<file path="config.mk">
export PLATFORM = sky130hd
export DESIGN_NAME = lpm_polling_config
export DESIGN_NICKNAME = d
export VERILOG_FILES = /design/src/pkg/lpm_poll_pkg.sv /design/src/verilog/link_sync.sv /design/src/verilog/lpm_polling_config.sv
export SDC_FILE = /design/constraint.sdc
export NUM_CORES = 1
export LEC_CHECK = 0
export BUFFER_PORTS_ARGS = -buffer_cell sky130_fd_sc_hd__buf_2
export CORE_ASPECT_RATIO = 0.7
export CORE_MARGIN = 3
export CORE_UTILIZATION = 60
export CTS_BUF_LIST = sky130_fd_sc_hd__clkbuf_2
export CTS_CLUSTER_SIZE = 14
export DETAILED_ROUTE_END_ITERATION = 8
export GPL_ROUTABILITY_DRIVEN = 0
export PLACE_DENSITY = 0.83
export SYNTH_ARGS = -nofsm -noshare
export SYNTH_HDL_FRONTEND = slang
export SYNTH_SLANG_ARGS = --single-unit
export TNS_END_PERCENT = 30
</file>
<file path="constraint.sdc">
create_clock -name mclk_i -period 6.6 [get_ports mclk_i]
set_input_delay 0.66 -clock mclk_i [delete_from_list [all_inputs] [get_ports mclk_i]]
set_output_delay 0.66 -clock mclk_i [all_outputs]
set_load 0.05 [all_outputs]
</file>
<file path="src/pkg/lpm_poll_pkg.sv">
package lpm_poll_pkg;

   // ------------------------------------------------------------------
   // Frame layout
   // ------------------------------------------------------------------
   localparam int FRAME_BITS  = 32;
   localparam int ADDR_MSB    = 31;
   localparam int ADDR_LSB    = 25;
   localparam int RW_BIT      = 24;
   localparam int DATA_BITS   = 24;
   localparam int FAULT_BIT   = 23;
   localparam int INT_BIT     = 22;
   localparam int REGDATA_MSB = 21;

   // ------------------------------------------------------------------
   // Register addresses (7-bit)
   // ------------------------------------------------------------------
   localparam logic [6:0] ADDR_GROUND_SLOW_POLL   = 7'h19;
   localparam logic [6:0] ADDR_PROG_WAKE_DEBOUNCE = 7'h1a;
   localparam logic [6:0] ADDR_GROUND_WAKE_DEBNC  = 7'h1b;
   localparam logic [6:0] ADDR_LOW_POWER_ENTRY    = 7'h1c;
   localparam logic [6:0] ADDR_SWITCH_STATUS      = 7'h1f;
   localparam logic [6:0] ADDR_FAULT_STATUS       = 7'h15;

   // ------------------------------------------------------------------
   // Channel counts and reset values
   // ------------------------------------------------------------------
   localparam int GROUND_CHANNELS = 14;
   localparam int PROG_CHANNELS   = 8;
   localparam logic [23:0] REG_RESET = 24'h000000;

   // ------------------------------------------------------------------
   // Timing
   // ------------------------------------------------------------------
   localparam int  SLOW_POLL_FACTOR = 4;
   localparam real DEBOUNCE_MS      = 1.2;
   localparam real CLK_MHZ          = 100.0;
   localparam int  DEBOUNCE_CYCLES  = int'(DEBOUNCE_MS * CLK_MHZ * 1000.0);

endpackage

</file>
<file path="src/verilog/link_sync.sv">
`timescale 1ns/1ps
// Three-stage synchroniser; a change counts once stages two and three agree.
module link_sync
   import lpm_poll_pkg::*;
#(
   parameter int WIDTH = 3
) (
   // Clock and reset.
   input  wire logic             mclk_i,
   input  wire logic             rst_i,
   // Asynchronous inputs and filtered result.
   input  wire logic [WIDTH-1:0] async_i,
   output logic      [WIDTH-1:0] sync_o
);

   logic [WIDTH-1:0] s1_q;
   logic [WIDTH-1:0] s2_q;
   logic [WIDTH-1:0] s3_q;

   // Stage one is only read by stage two, keeping metastability contained.
   always_ff @(posedge mclk_i) begin
      if (rst_i) begin
         s1_q <= '0;
         s2_q <= '0;
         s3_q <= '0;
      end else begin
         s1_q <= async_i;
         s2_q <= s1_q;
         s3_q <= s2_q;
      end
   end

   // Per-bit agreement filter.
   genvar g;
   generate
      for (g = 0; g < WIDTH; g++) begin : g_bit
         always_ff @(posedge mclk_i) begin
            if (rst_i) begin
               sync_o[g] <= 1'b0;
            end else if (s2_q[g] == s3_q[g]) begin
               sync_o[g] <= s3_q[g];
            end
         end
      end
   endgenerate

endmodule

</file>
<file path="src/verilog/lpm_polling_config.sv">
`timescale 1ns/1ps
//
// Operation
// RL1 - 32-bit frame: address, write flag, data
// RL2 - Reply: fault bit 23, interrupt 22, data
// RL3 - Base polling rate comes from outside
// RL4 - Slow bit set polls four times slower
// RL5 - Ground slow-poll register, 14 bits, clear
// RL6 - Debounce bit clear: voltage-difference detection
// RL7 - Debounce bit set: extra 1.2 ms current
// RL8 - Programmable debounce register, 8 bits, clear
// RL9 - Ground debounce register, 14 bits, clear
// RL10 - Only entry command enters low power
// RL11 - Host sends entry with zero data
// RL12 - Entry register write only, no reply
// RL13 - Entry starts polling and interrupt timer
// RL14 - Registers kept across low power exit
// RL15 - First frame after wake reports flags set
// RL16 - Status read clears interrupt; fault read
// RL17 - Flags returned in reply to commands
// RL18 - Write flag one writes, zero reads
// RL19 - Unused bits ignored, read as zero
module lpm_polling_config
   import lpm_poll_pkg::*;
#(
   parameter int GCH     = GROUND_CHANNELS,
   parameter int PCH     = PROG_CHANNELS,
   parameter int DEB_CYC = DEBOUNCE_CYCLES
) (
   // Clock and reset.
   input  wire logic           mclk_i,
   input  wire logic           rst_i,
   // Serial port pins.
   input  wire logic           sclk_i,
   input  wire logic           cs_n_i,
   input  wire logic           mosi_i,
   output logic                miso_o,
   // Device status in.
   input  wire logic           fault_event_i,
   input  wire logic           int_event_i,
   input  wire logic           wake_i,
   input  wire logic [21:0]    switch_state_i,
   input  wire logic           poll_tick_i,
   // Low-power engine controls.
   output logic                low_power_state_o,
   output logic                lp_start_o,
   output logic [GCH-1:0]      ground_poll_en_o,
   output logic [GCH-1:0]      ground_slow_poll_o,
   output logic [PCH-1:0]      prog_debounce_o,
   output logic [GCH-1:0]      ground_debounce_o,
   output logic                debounce_active_o
);

   // Refuse channel counts the reply word cannot carry, and windows too short to check.
   if (GCH < 1 || GCH > REGDATA_MSB + 1 || PCH < 1 || PCH > REGDATA_MSB + 1 ||
       DEB_CYC < 8) begin : g_bad_params
      $error("lpm_polling_config: unsupported parameters");
   end

   // ------------------------------------------------------------------
   // Pin synchronisers
   // ------------------------------------------------------------------
   logic [2:0] pins_s;
   link_sync #(.WIDTH(3)) u_sync (
      .mclk_i  (mclk_i),
      .rst_i   (rst_i),
      .async_i ({sclk_i, ~cs_n_i, mosi_i}), // Select inverted: cleared stages read idle.
      .sync_o  (pins_s)
   );

   logic sclk_s;
   logic cs_n_s;
   logic mosi_s;
   logic sclk_prev_q;
   logic cs_prev_q;
   assign sclk_s = pins_s[2];
   assign cs_n_s = ~pins_s[1];
   assign mosi_s = pins_s[0];

   always_ff @(posedge mclk_i) begin
      if (rst_i) begin
         sclk_prev_q <= 1'b0;
         cs_prev_q   <= 1'b1;
      end else begin
         sclk_prev_q <= sclk_s;
         cs_prev_q   <= cs_n_s;
      end
   end

   logic rise;
   logic fall;
   logic cs_start;
   logic cs_end;
   assign rise     = sclk_s & ~sclk_prev_q & ~cs_n_s;
   assign fall     = ~sclk_s & sclk_prev_q & ~cs_n_s;
   assign cs_start = ~cs_n_s & cs_prev_q;
   assign cs_end   = cs_n_s & ~cs_prev_q;

   // ------------------------------------------------------------------
   // Frame shifter
   // ------------------------------------------------------------------
   logic [FRAME_BITS-1:0] rx_q;
   logic [FRAME_BITS-1:0] tx_q;
   logic [5:0]            cnt_q;
   logic                  frame_ok;
   logic [6:0]            f_addr;
   logic                  f_wr;
   logic [DATA_BITS-1:0]  f_data;

   assign frame_ok = cs_end && (cnt_q == 6'(FRAME_BITS));
   assign f_addr   = rx_q[ADDR_MSB:ADDR_LSB]; // RL1
   assign f_wr     = rx_q[RW_BIT]; // RL18
   assign f_data   = rx_q[DATA_BITS-1:0];

   // Sample on rising clock edges, count bits; short frames are dropped.
   always_ff @(posedge mclk_i) begin
      if (rst_i) begin
         rx_q  <= '0;
         cnt_q <= '0;
      end else if (cs_start) begin
         cnt_q <= '0;
      end else if (rise) begin
         rx_q  <= {rx_q[FRAME_BITS-2:0], mosi_s}; // RL1
         if (cnt_q != 6'h3f)
            cnt_q <= cnt_q + 6'h01;
      end
   end

   // ------------------------------------------------------------------
   // Flags and low-power state
   // ------------------------------------------------------------------
   logic fault_q;
   logic int_q;
   logic lp_q;
   logic wake_s_q;
   logic wake_pend_q;
   logic entry_cmd;
   logic rd_status;
   logic rd_fault;

   assign entry_cmd = frame_ok && f_addr == ADDR_LOW_POWER_ENTRY && f_wr; // RL10
   assign rd_status = frame_ok && f_addr == ADDR_SWITCH_STATUS && !f_wr;
   assign rd_fault  = frame_ok && f_addr == ADDR_FAULT_STATUS && !f_wr;

   // Flags set at power-on; an event in the clearing cycle wins.
   always_ff @(posedge mclk_i) begin
      if (rst_i) begin
         fault_q <= 1'b1;
         int_q   <= 1'b1;
      end else begin
         if (fault_event_i || (lp_q && wake_i))
            fault_q <= 1'b1; // RL15
         else if (rd_fault)
            fault_q <= 1'b0; // RL16
         if (int_event_i || (lp_q && wake_i))
            int_q <= 1'b1; // RL15
         else if (rd_status)
            int_q <= 1'b0; // RL16
      end
   end

   // Low power is only entered by the command; wake returns to normal.
   always_ff @(posedge mclk_i) begin
      if (rst_i) begin
         lp_q        <= 1'b0;
         wake_pend_q <= 1'b0;
         wake_s_q    <= 1'b0;
      end else begin
         wake_s_q <= 1'b0;
         if (lp_q && wake_i) begin
            lp_q        <= 1'b0;
            wake_pend_q <= 1'b1;
         end else if (entry_cmd) begin
            lp_q     <= 1'b1; // RL13
            wake_s_q <= 1'b1;
         end
         if (frame_ok && !(lp_q && wake_i))
            wake_pend_q <= 1'b0;
      end
   end

   assign low_power_state_o = lp_q;
   assign lp_start_o        = wake_s_q; // RL13

   // ------------------------------------------------------------------
   // Configuration registers
   // ------------------------------------------------------------------
   logic [GCH-1:0] gslow_q;
   logic [PCH-1:0] pdeb_q;
   logic [GCH-1:0] gdeb_q;

   // Writes update only implemented bits; register values are not touched
   // by entering or leaving low power.
   always_ff @(posedge mclk_i) begin
      if (rst_i) begin
         gslow_q <= GCH'(REG_RESET); // RL5
         pdeb_q  <= PCH'(REG_RESET); // RL8
         gdeb_q  <= GCH'(REG_RESET); // RL9
      end else if (frame_ok && f_wr) begin // RL14
         if (f_addr == ADDR_GROUND_SLOW_POLL)
            gslow_q <= f_data[GCH-1:0]; // RL19
         if (f_addr == ADDR_PROG_WAKE_DEBOUNCE)
            pdeb_q <= f_data[PCH-1:0]; // RL19
         if (f_addr == ADDR_GROUND_WAKE_DEBNC)
            gdeb_q <= f_data[GCH-1:0]; // RL19
      end
   end

   assign ground_slow_poll_o = gslow_q;
   assign prog_debounce_o    = pdeb_q; // RL6
   assign ground_debounce_o  = gdeb_q; // RL6

   // ------------------------------------------------------------------
   // Slow-polling divider: base tick comes from outside on poll_tick_i.
   // ------------------------------------------------------------------
   logic [1:0] div_q;
   always_ff @(posedge mclk_i) begin
      if (rst_i)
         div_q <= '0;
      else if (poll_tick_i && lp_q)
         div_q <= div_q + 2'h1; // RL3
   end

   genvar c;
   generate
      for (c = 0; c < GCH; c++) begin : g_poll
         assign ground_poll_en_o[c] = poll_tick_i && lp_q &&
                                      (!gslow_q[c] || div_q == 2'(SLOW_POLL_FACTOR - 1)); // RL4
      end
   endgenerate

   // ------------------------------------------------------------------
   // Debounce window: keep polling current on for the extended time.
   // ------------------------------------------------------------------
   logic [$clog2(DEB_CYC+1)-1:0] deb_q;
   always_ff @(posedge mclk_i) begin
      if (rst_i)
         deb_q <= '0;
      else if (poll_tick_i && lp_q && (|pdeb_q || |gdeb_q))
         deb_q <= ($clog2(DEB_CYC+1))'(DEB_CYC); // RL7
      else if (deb_q != '0)
         deb_q <= deb_q - 1'b1;
   end
   assign debounce_active_o = deb_q != '0; // RL7

   // ------------------------------------------------------------------
   // Reply word, loaded at frame start and shifted on falling edges.
   // ------------------------------------------------------------------
   logic [REGDATA_MSB:0] rd_data;
   always_comb begin
      rd_data = '0;
      unique case (rx_q[ADDR_MSB:ADDR_LSB])
         ADDR_GROUND_SLOW_POLL:   rd_data = 22'(gslow_q);
         ADDR_PROG_WAKE_DEBOUNCE: rd_data = 22'(pdeb_q);
         ADDR_GROUND_WAKE_DEBNC:  rd_data = 22'(gdeb_q);
         ADDR_SWITCH_STATUS:      rd_data = switch_state_i;
         default:                 rd_data = '0;
      endcase
   end

   // Reply reflects previous frame's address; after wake, switch state.
   always_ff @(posedge mclk_i) begin
      if (rst_i) begin
         tx_q <= '0;
      end else if (cs_start) begin
         if (wake_pend_q)
            tx_q <= {8'h00, fault_q, int_q, switch_state_i}; // RL15
         else if (rx_q[ADDR_MSB:ADDR_LSB] == ADDR_LOW_POWER_ENTRY)
            tx_q <= {8'h00, fault_q, int_q, 22'h000000}; // RL12
         else
            tx_q <= {8'h00, fault_q, int_q, rd_data}; // RL2 RL17
      end else if (fall) begin
         tx_q <= {tx_q[FRAME_BITS-2:0], 1'b0};
      end
   end
   assign miso_o = tx_q[FRAME_BITS-1];

   // ------------------------------------------------------------------
   // Checks
   // ------------------------------------------------------------------
   a_entry_only_cmd: assert property (@(posedge mclk_i) disable iff (rst_i)
      $rose(lp_q) |-> $past(entry_cmd)) else $error("low power entered without command"); // RL10
   a_write_updates_slow: assert property (@(posedge mclk_i) disable iff (rst_i)
      frame_ok && f_wr && f_addr == ADDR_GROUND_SLOW_POLL |=> gslow_q == $past(f_data[GCH-1:0]))
      else $error("slow poll write lost"); // RL5
   a_read_keeps_regs: assert property (@(posedge mclk_i) disable iff (rst_i)
      frame_ok && !f_wr |=> $stable(pdeb_q) && $stable(gdeb_q) && $stable(gslow_q))
      else $error("read changed register"); // RL18
   a_int_clear_status: assert property (@(posedge mclk_i) disable iff (rst_i)
      rd_status && !int_event_i && !(lp_q && wake_i) |=> !int_q)
      else $error("interrupt flag not cleared"); // RL16
   a_fault_holds_set: assert property (@(posedge mclk_i) disable iff (rst_i)
      fault_q && !rd_fault |=> fault_q) else $error("fault flag dropped"); // RL16
   a_wake_flags_set: assert property (@(posedge mclk_i) disable iff (rst_i)
      lp_q && wake_i |=> fault_q && int_q && !lp_q) else $error("wake flags not set"); // RL15
   a_slow_poll_gate: assert property (@(posedge mclk_i) disable iff (rst_i)
      ground_poll_en_o[0] && gslow_q[0] |-> div_q == 2'(SLOW_POLL_FACTOR - 1))
      else $error("slow poll too fast"); // RL4
   a_debounce_window: assert property (@(posedge mclk_i) disable iff (rst_i)
      $rose(debounce_active_o) |-> debounce_active_o [*8]) else $error("debounce too short"); // RL7
   a_lp_start_pulse: assert property (@(posedge mclk_i) disable iff (rst_i)
      lp_start_o |-> lp_q ##1 !lp_start_o) else $error("start pulse wrong"); // RL13

endmodule
</file>
; ---- Word-level counts from Yosys, hierarchy flattened
; Cells that the tools add are included.
[op_classes]
n_addsub = 3
n_mul = 0
n_div = 0
order_cmp = 0
eq_ne = 12
shift = 0
n_mux = 8
bitwise_logic = 12
n_reduce_logical = 75
[ops]
columns = cell, count
row1 = case mux 22 bit (4 select lines), 1
row2 = 2-to-1 mux 32 bit, 2
row3 = 2-to-1 mux 22 bit, 2
row4 = "== test 7 x 5 -> 1 bit, second input constant", 6
row5 = 2-to-1 mux 17 bit, 2
row6 = logical AND 1 bit, 26
row7 = logical OR 1 bit, 17
row8 = nonzero test 17 bit, 1
row9 = "subtractor 17 x 1 -> 17 bit, second input constant", 1
row10 = zero test 1 bit, 16
row11 = OR reduction 14 bit, 1
row12 = OR reduction 2 bit, 6
row13 = AND reduction 2 bit, 5
row14 = OR reduction 8 bit, 1
row15 = "adder 6 x 1 -> 6 bit, second input constant", 1
row16 = AND 1 bit, 6
row17 = "== test 6 bit, second input constant", 1
row18 = "!= test 6 bit, second input constant", 1
row19 = NOT 1 bit, 6
row20 = nonzero test 2 bit, 2
row21 = == test 1 bit, 3
row22 = "adder 2 x 1 -> 2 bit, second input constant", 1
row23 = "== test 2 bit, second input constant", 1
row24 = 2-to-1 mux 1 bit, 1
[totals]
reg_bits = 144
latchBits = 0
ramBits = 0
mem_bits_ro = 0
in_bits = 31
out_inout_bits = 54
elab_cells = 132
n_memories = 0

; ---- Depth between registers and ports, before layout
[logic_depth]
word_depth = 6
depth_mapped = 8

; ---- By module
; Synthesis repeated with hierarchy kept, for this count alone.
[hier_totals]
cells_unflattened = 699
hier_area_um2 = 6107.1
[modules_own_cells]
columns = module, n_inst, cells_per_inst, area_each_um2, seq_area_each_um2
row1 = lpm_polling_config, 1, 668, 5719.2, 2642.5
row2 = link_sync, 1, 31, 387.9, 240.2

; ---- Least setup slack after synthesis
; Ideal clock, no wire load.
[synth_timing]
path_kind = flip-flop to output port
from = register lp_q (netlist: low_power_state_o)
to = output port ground_poll_en_o[10]
arrival_ps = 2030
setup_slack_ps = 3910
path_stages_with_launch = 4
path_buffers = 1
path_cell_list = dfxtp_1 -> nand2_1 -> clkbuf_1 -> a21oi_1
[synth_via]
elab_chain_len = 2
[synth_lines]
columns = element, line
row1 = start: declaration, lpm_polling_config.sv:134  ; logic lp_q;
row2 = start signal: assignment, lpm_polling_config.sv:165  ; lp_q <= 1'b0;
row3 = start signal: assignment, lpm_polling_config.sv:171  ; lp_q <= 1'b0;
row4 = start signal: assignment, lpm_polling_config.sv:174  ; lp_q <= 1'b1;
row5 = logical AND 1 bit (2 in series), lpm_polling_config.sv:227  ; assign ground_poll_en_o[c] = poll_tick_i && lp_q &&
row6 = end: declaration, lpm_polling_config.sv:47  ; output logic [GCH-1:0] ground_poll_en_o,
; Every way passes these cells.

; ---- Final worst setup path
[layout_timing]
from = register cnt_q[0]
to = register pdeb_q[3] (netlist: prog_debounce_o[3])
[layout_via]
elab_chain_len = 4
[layout_lines]
columns = element, line
row1 = start: declaration, lpm_polling_config.sv:104  ; logic [5:0] cnt_q;
row2 = start signal: assignment, lpm_polling_config.sv:125  ; cnt_q <= cnt_q + 6'h01;
row3 = == test 6 bit, lpm_polling_config.sv:110  ; assign frame_ok = cs_end && (cnt_q == 6'(FRAME_BITS));
row4 = logical AND 1 bit, lpm_polling_config.sv:110
row5 = logical AND 1 bit, lpm_polling_config.sv:199  ; end else if (frame_ok && f_wr) begin
row6 = AND reduction 2 bit (no line), -
row7 = end signal: assignment, lpm_polling_config.sv:197  ; pdeb_q <= PCH'(REG_RESET);
row8 = end signal: assignment, lpm_polling_config.sv:203  ; pdeb_q <= f_data[PCH-1:0];
row9 = end: declaration, lpm_polling_config.sv:189  ; logic [PCH-1:0] pdeb_q;
; Every way passes these cells.
; A chain may end at the register's enable or synchronous reset.

==> run metrics <==
status finished clean; Worst Path Required around 7.2 ns; cell taking the most area after synthesis dfxtp_1; CTS clock-pin slew for the worst setup and hold paths 0.20 ns; Adder-Cell Fraction of Synth Area 0.00986; share of layout cells above drive strength 1 0.186; RR Startpoint cnt_q[0]; drt initial violations 707; Synth Flop Type dfxtp_1; worst slew pin tran 1.20 ns; Slew Viols, Final 0; VDD IR max 0.243 mV; vias about 6k; post-synthesis simple-gate area fraction 0.236; PortBufs 84; fin crit period roughly 3.5 ns; first-pass GRT wire length 26300 µm; Mapped Area 6340 µm²; Distinct cells, synth 61; Max Freq about 280 MHz; area of the core 9980 µm²; Final Skew 0.0278 ns; DIE HEIGHT 92.0 µm; # rows 30; WHS 0.155 ns; P_leak 2.52 nW; fin crit share 0.532; Tot Pwr 1.75 mW; Cells after Synth 741; largest family of logic cells by synthesized area simple AND/OR/NAND/NOR gates; Starting Density 0.635; Crit Path Class register to register; drt drc 0; worst r2r dst prog_debounce_o[3]; Worst setup EP type register; Final Hold Fails 0; synth warn 0; Synth Area per Inst 8.56 µm²; GRT Total Usage 0.275; Diodes inserted 0; hold depth 2; # nets final around 830; sequential share of the synthesized area 0.454; flop-to-flop setup slack 3.09 ns; hold path start sclk_i; crit-path max FO 31; pin count of the biggest net entering global routing 103; Final setup violation count 0; CTS Buffer Depth 2; Power Dens Cells between 200 and 300 nW/µm²; top cells by area, synth dfxtp_1 45%, a21oi_1 7.7%, nand2_1 6.7%; Worst Hold Class input port to register; final wirelength 16400 µm; mux cell area share after synthesis 0.0408; Synth top area share 0.454; most frequent cell after synthesis dfxtp_1; die extent in x 129 µm; Layout area overhead 10.1%; Max Cap Viol 0; CTS tree done; H-tree depth 4; ys async rst share 0; Synth Area in XOR/XNOR 0.00966; Remaining Overflow, GRT 0; Yosys reg bits 144; First-pass DRT Iterations 6; Skew-Pair Late Insertion Delay a little over 0.7 ns; die area 11900 µm²; reg2reg path depth 6; Final ANT Viol Nets 0; slew margin rel. 0.201; initial antenna violation count 0; syn_nets 777; unrepaired setup endpoints after global routing no; vias in the first global route between 5k and 6k; Setup Total Neg Slack 0 ns; Compound-Gate Fraction of Synth Area 0.208; WP data arrival 4.15 ns; vias per cell 6.38; number of buffers created by CTS 17; fin util 0.700; clock root cell clkbuf_2; DP HPWL 11100 µm; I/O pin count 85; Wirelength per Cell between 15 and 20 µm; crit start category register; Num Clock Sinks 144; Worst Hold End u_sync.s1_q[2]; synth cell count leaders 144 x dfxtp_1, 114 x nand2_1, 98 x a21oi_1, 53 x clkbuf_1, 37 x o21ai_0; Post-synth EDFFs 0
## metal layers
layer	up-vias	global-route usage	share of wire
met5	-	0	0
met4	0	0.0970	0.022
met3	37	0.0634	0.086
met2	300	0.403	0.45
met1	2791	0.396	0.44
li1	2806	-	-
## sequential cells by signal, indices dropped and copies added, names as in the netlist, 2 cells and up
| register | cells |
|---|---|
| u_sync.s2_q | 3 |
| cnt_q | 6 |
| prog_debounce_o | 8 |
| tx_q | 32 |
| ground_slow_poll_o | 14 |
| rx_q | 32 |
| u_sync.s3_q | 3 |
| div_q | 2 |
| u_sync.s1_q | 3 |
| u_sync.sync_o | 3 |
| ground_debounce_o | 14 |
| deb_q | 17 |
## where the power goes
part / internal, mW / switching [mW]
clock: 0.174 / 0.327
sequential: 0.908 / 0.0400
combinational: 0.131 / 0.173
total: 1.21 / 0.541
## metrics by stage
| stage | setup slack [ns] | std cells | instance area [µm²] |
|---|---|---|---|
| floorplan | 3.91 | 741 | 6340 |
| global placement | 3.43 | 897 | 6750 |
| detailed placement | 3.10 | 897 | 6750 |
| CTS | 3.07 | 929 | 6980 |
| global route | 2.74 | 930 | 6990 |
| finish | 3.09 | 930 | 6990 |
## logic make-up after synthesis
| group | after synthesis |
|---|---|
| and+or+nand+nor | 276 |
| buffers and inverters | 68 |
| DFF | 144 |
| muxes | 24 |
| xor gates and xnor gates | 7 |
| adders and majority gates | 5 |
| AOI/OAI and AO/OA | 217 |
## worst max-delay path: stages (launching register included)
cell     delay (ns)
dfxtp_1        0.37
inv_1          0.09
ha_1           0.16
nor4b_1        0.41
nand3_1        0.86
nor4b_2        1.27
mux2i_1        0.30
## layout make-up
type	instances	area [µm²]
clock buffer	18	90.1
clock inverter	14	140
fill	795	3000
inverter	7	26.3
multi-input combinational	529	3220
sequential	144	2880
tap	128	160
timing repair buffer	90	470
## how the worst max path moves through the flow
stage | cells after the start | to | startpoint
global route | 6 | prog_debounce_o[3] | cnt_q[0]
detailed placement | 6 | prog_debounce_o[3] | cnt_q[0]
CTS | 6 | prog_debounce_o[3] | cnt_q[0]
global placement | 6 | prog_debounce_o[3] | cnt_q[0]
floorplan | 3 | ground_poll_en_o[10] | low_power_state_o
finish | 6 | prog_debounce_o[3] | cnt_q[0]
## timing repair
item                      CTS  global route
buffers inserted            0             0
hold buffers                0             1
gates resized for setup     0             0
hold endpoints to repair    0             1
## cell usage in the layout (no fill, tap or decap), types with 11 or more instances in the layout
cell / instances
nand3_1: 13
nor2b_1: 11
buf_2: 83
mux2_2: 15
nand2_1: 114
nand2b_1: 22
nor2_1: 16
dfxtp_1: 144
nor3_1: 11
o21ai_0: 37
nand4_1: 16
nand4b_1: 14
a21oi_1: 98
clkbuf_2: 18
a221oi_1: 11
(Power assumes the default switching activity.)
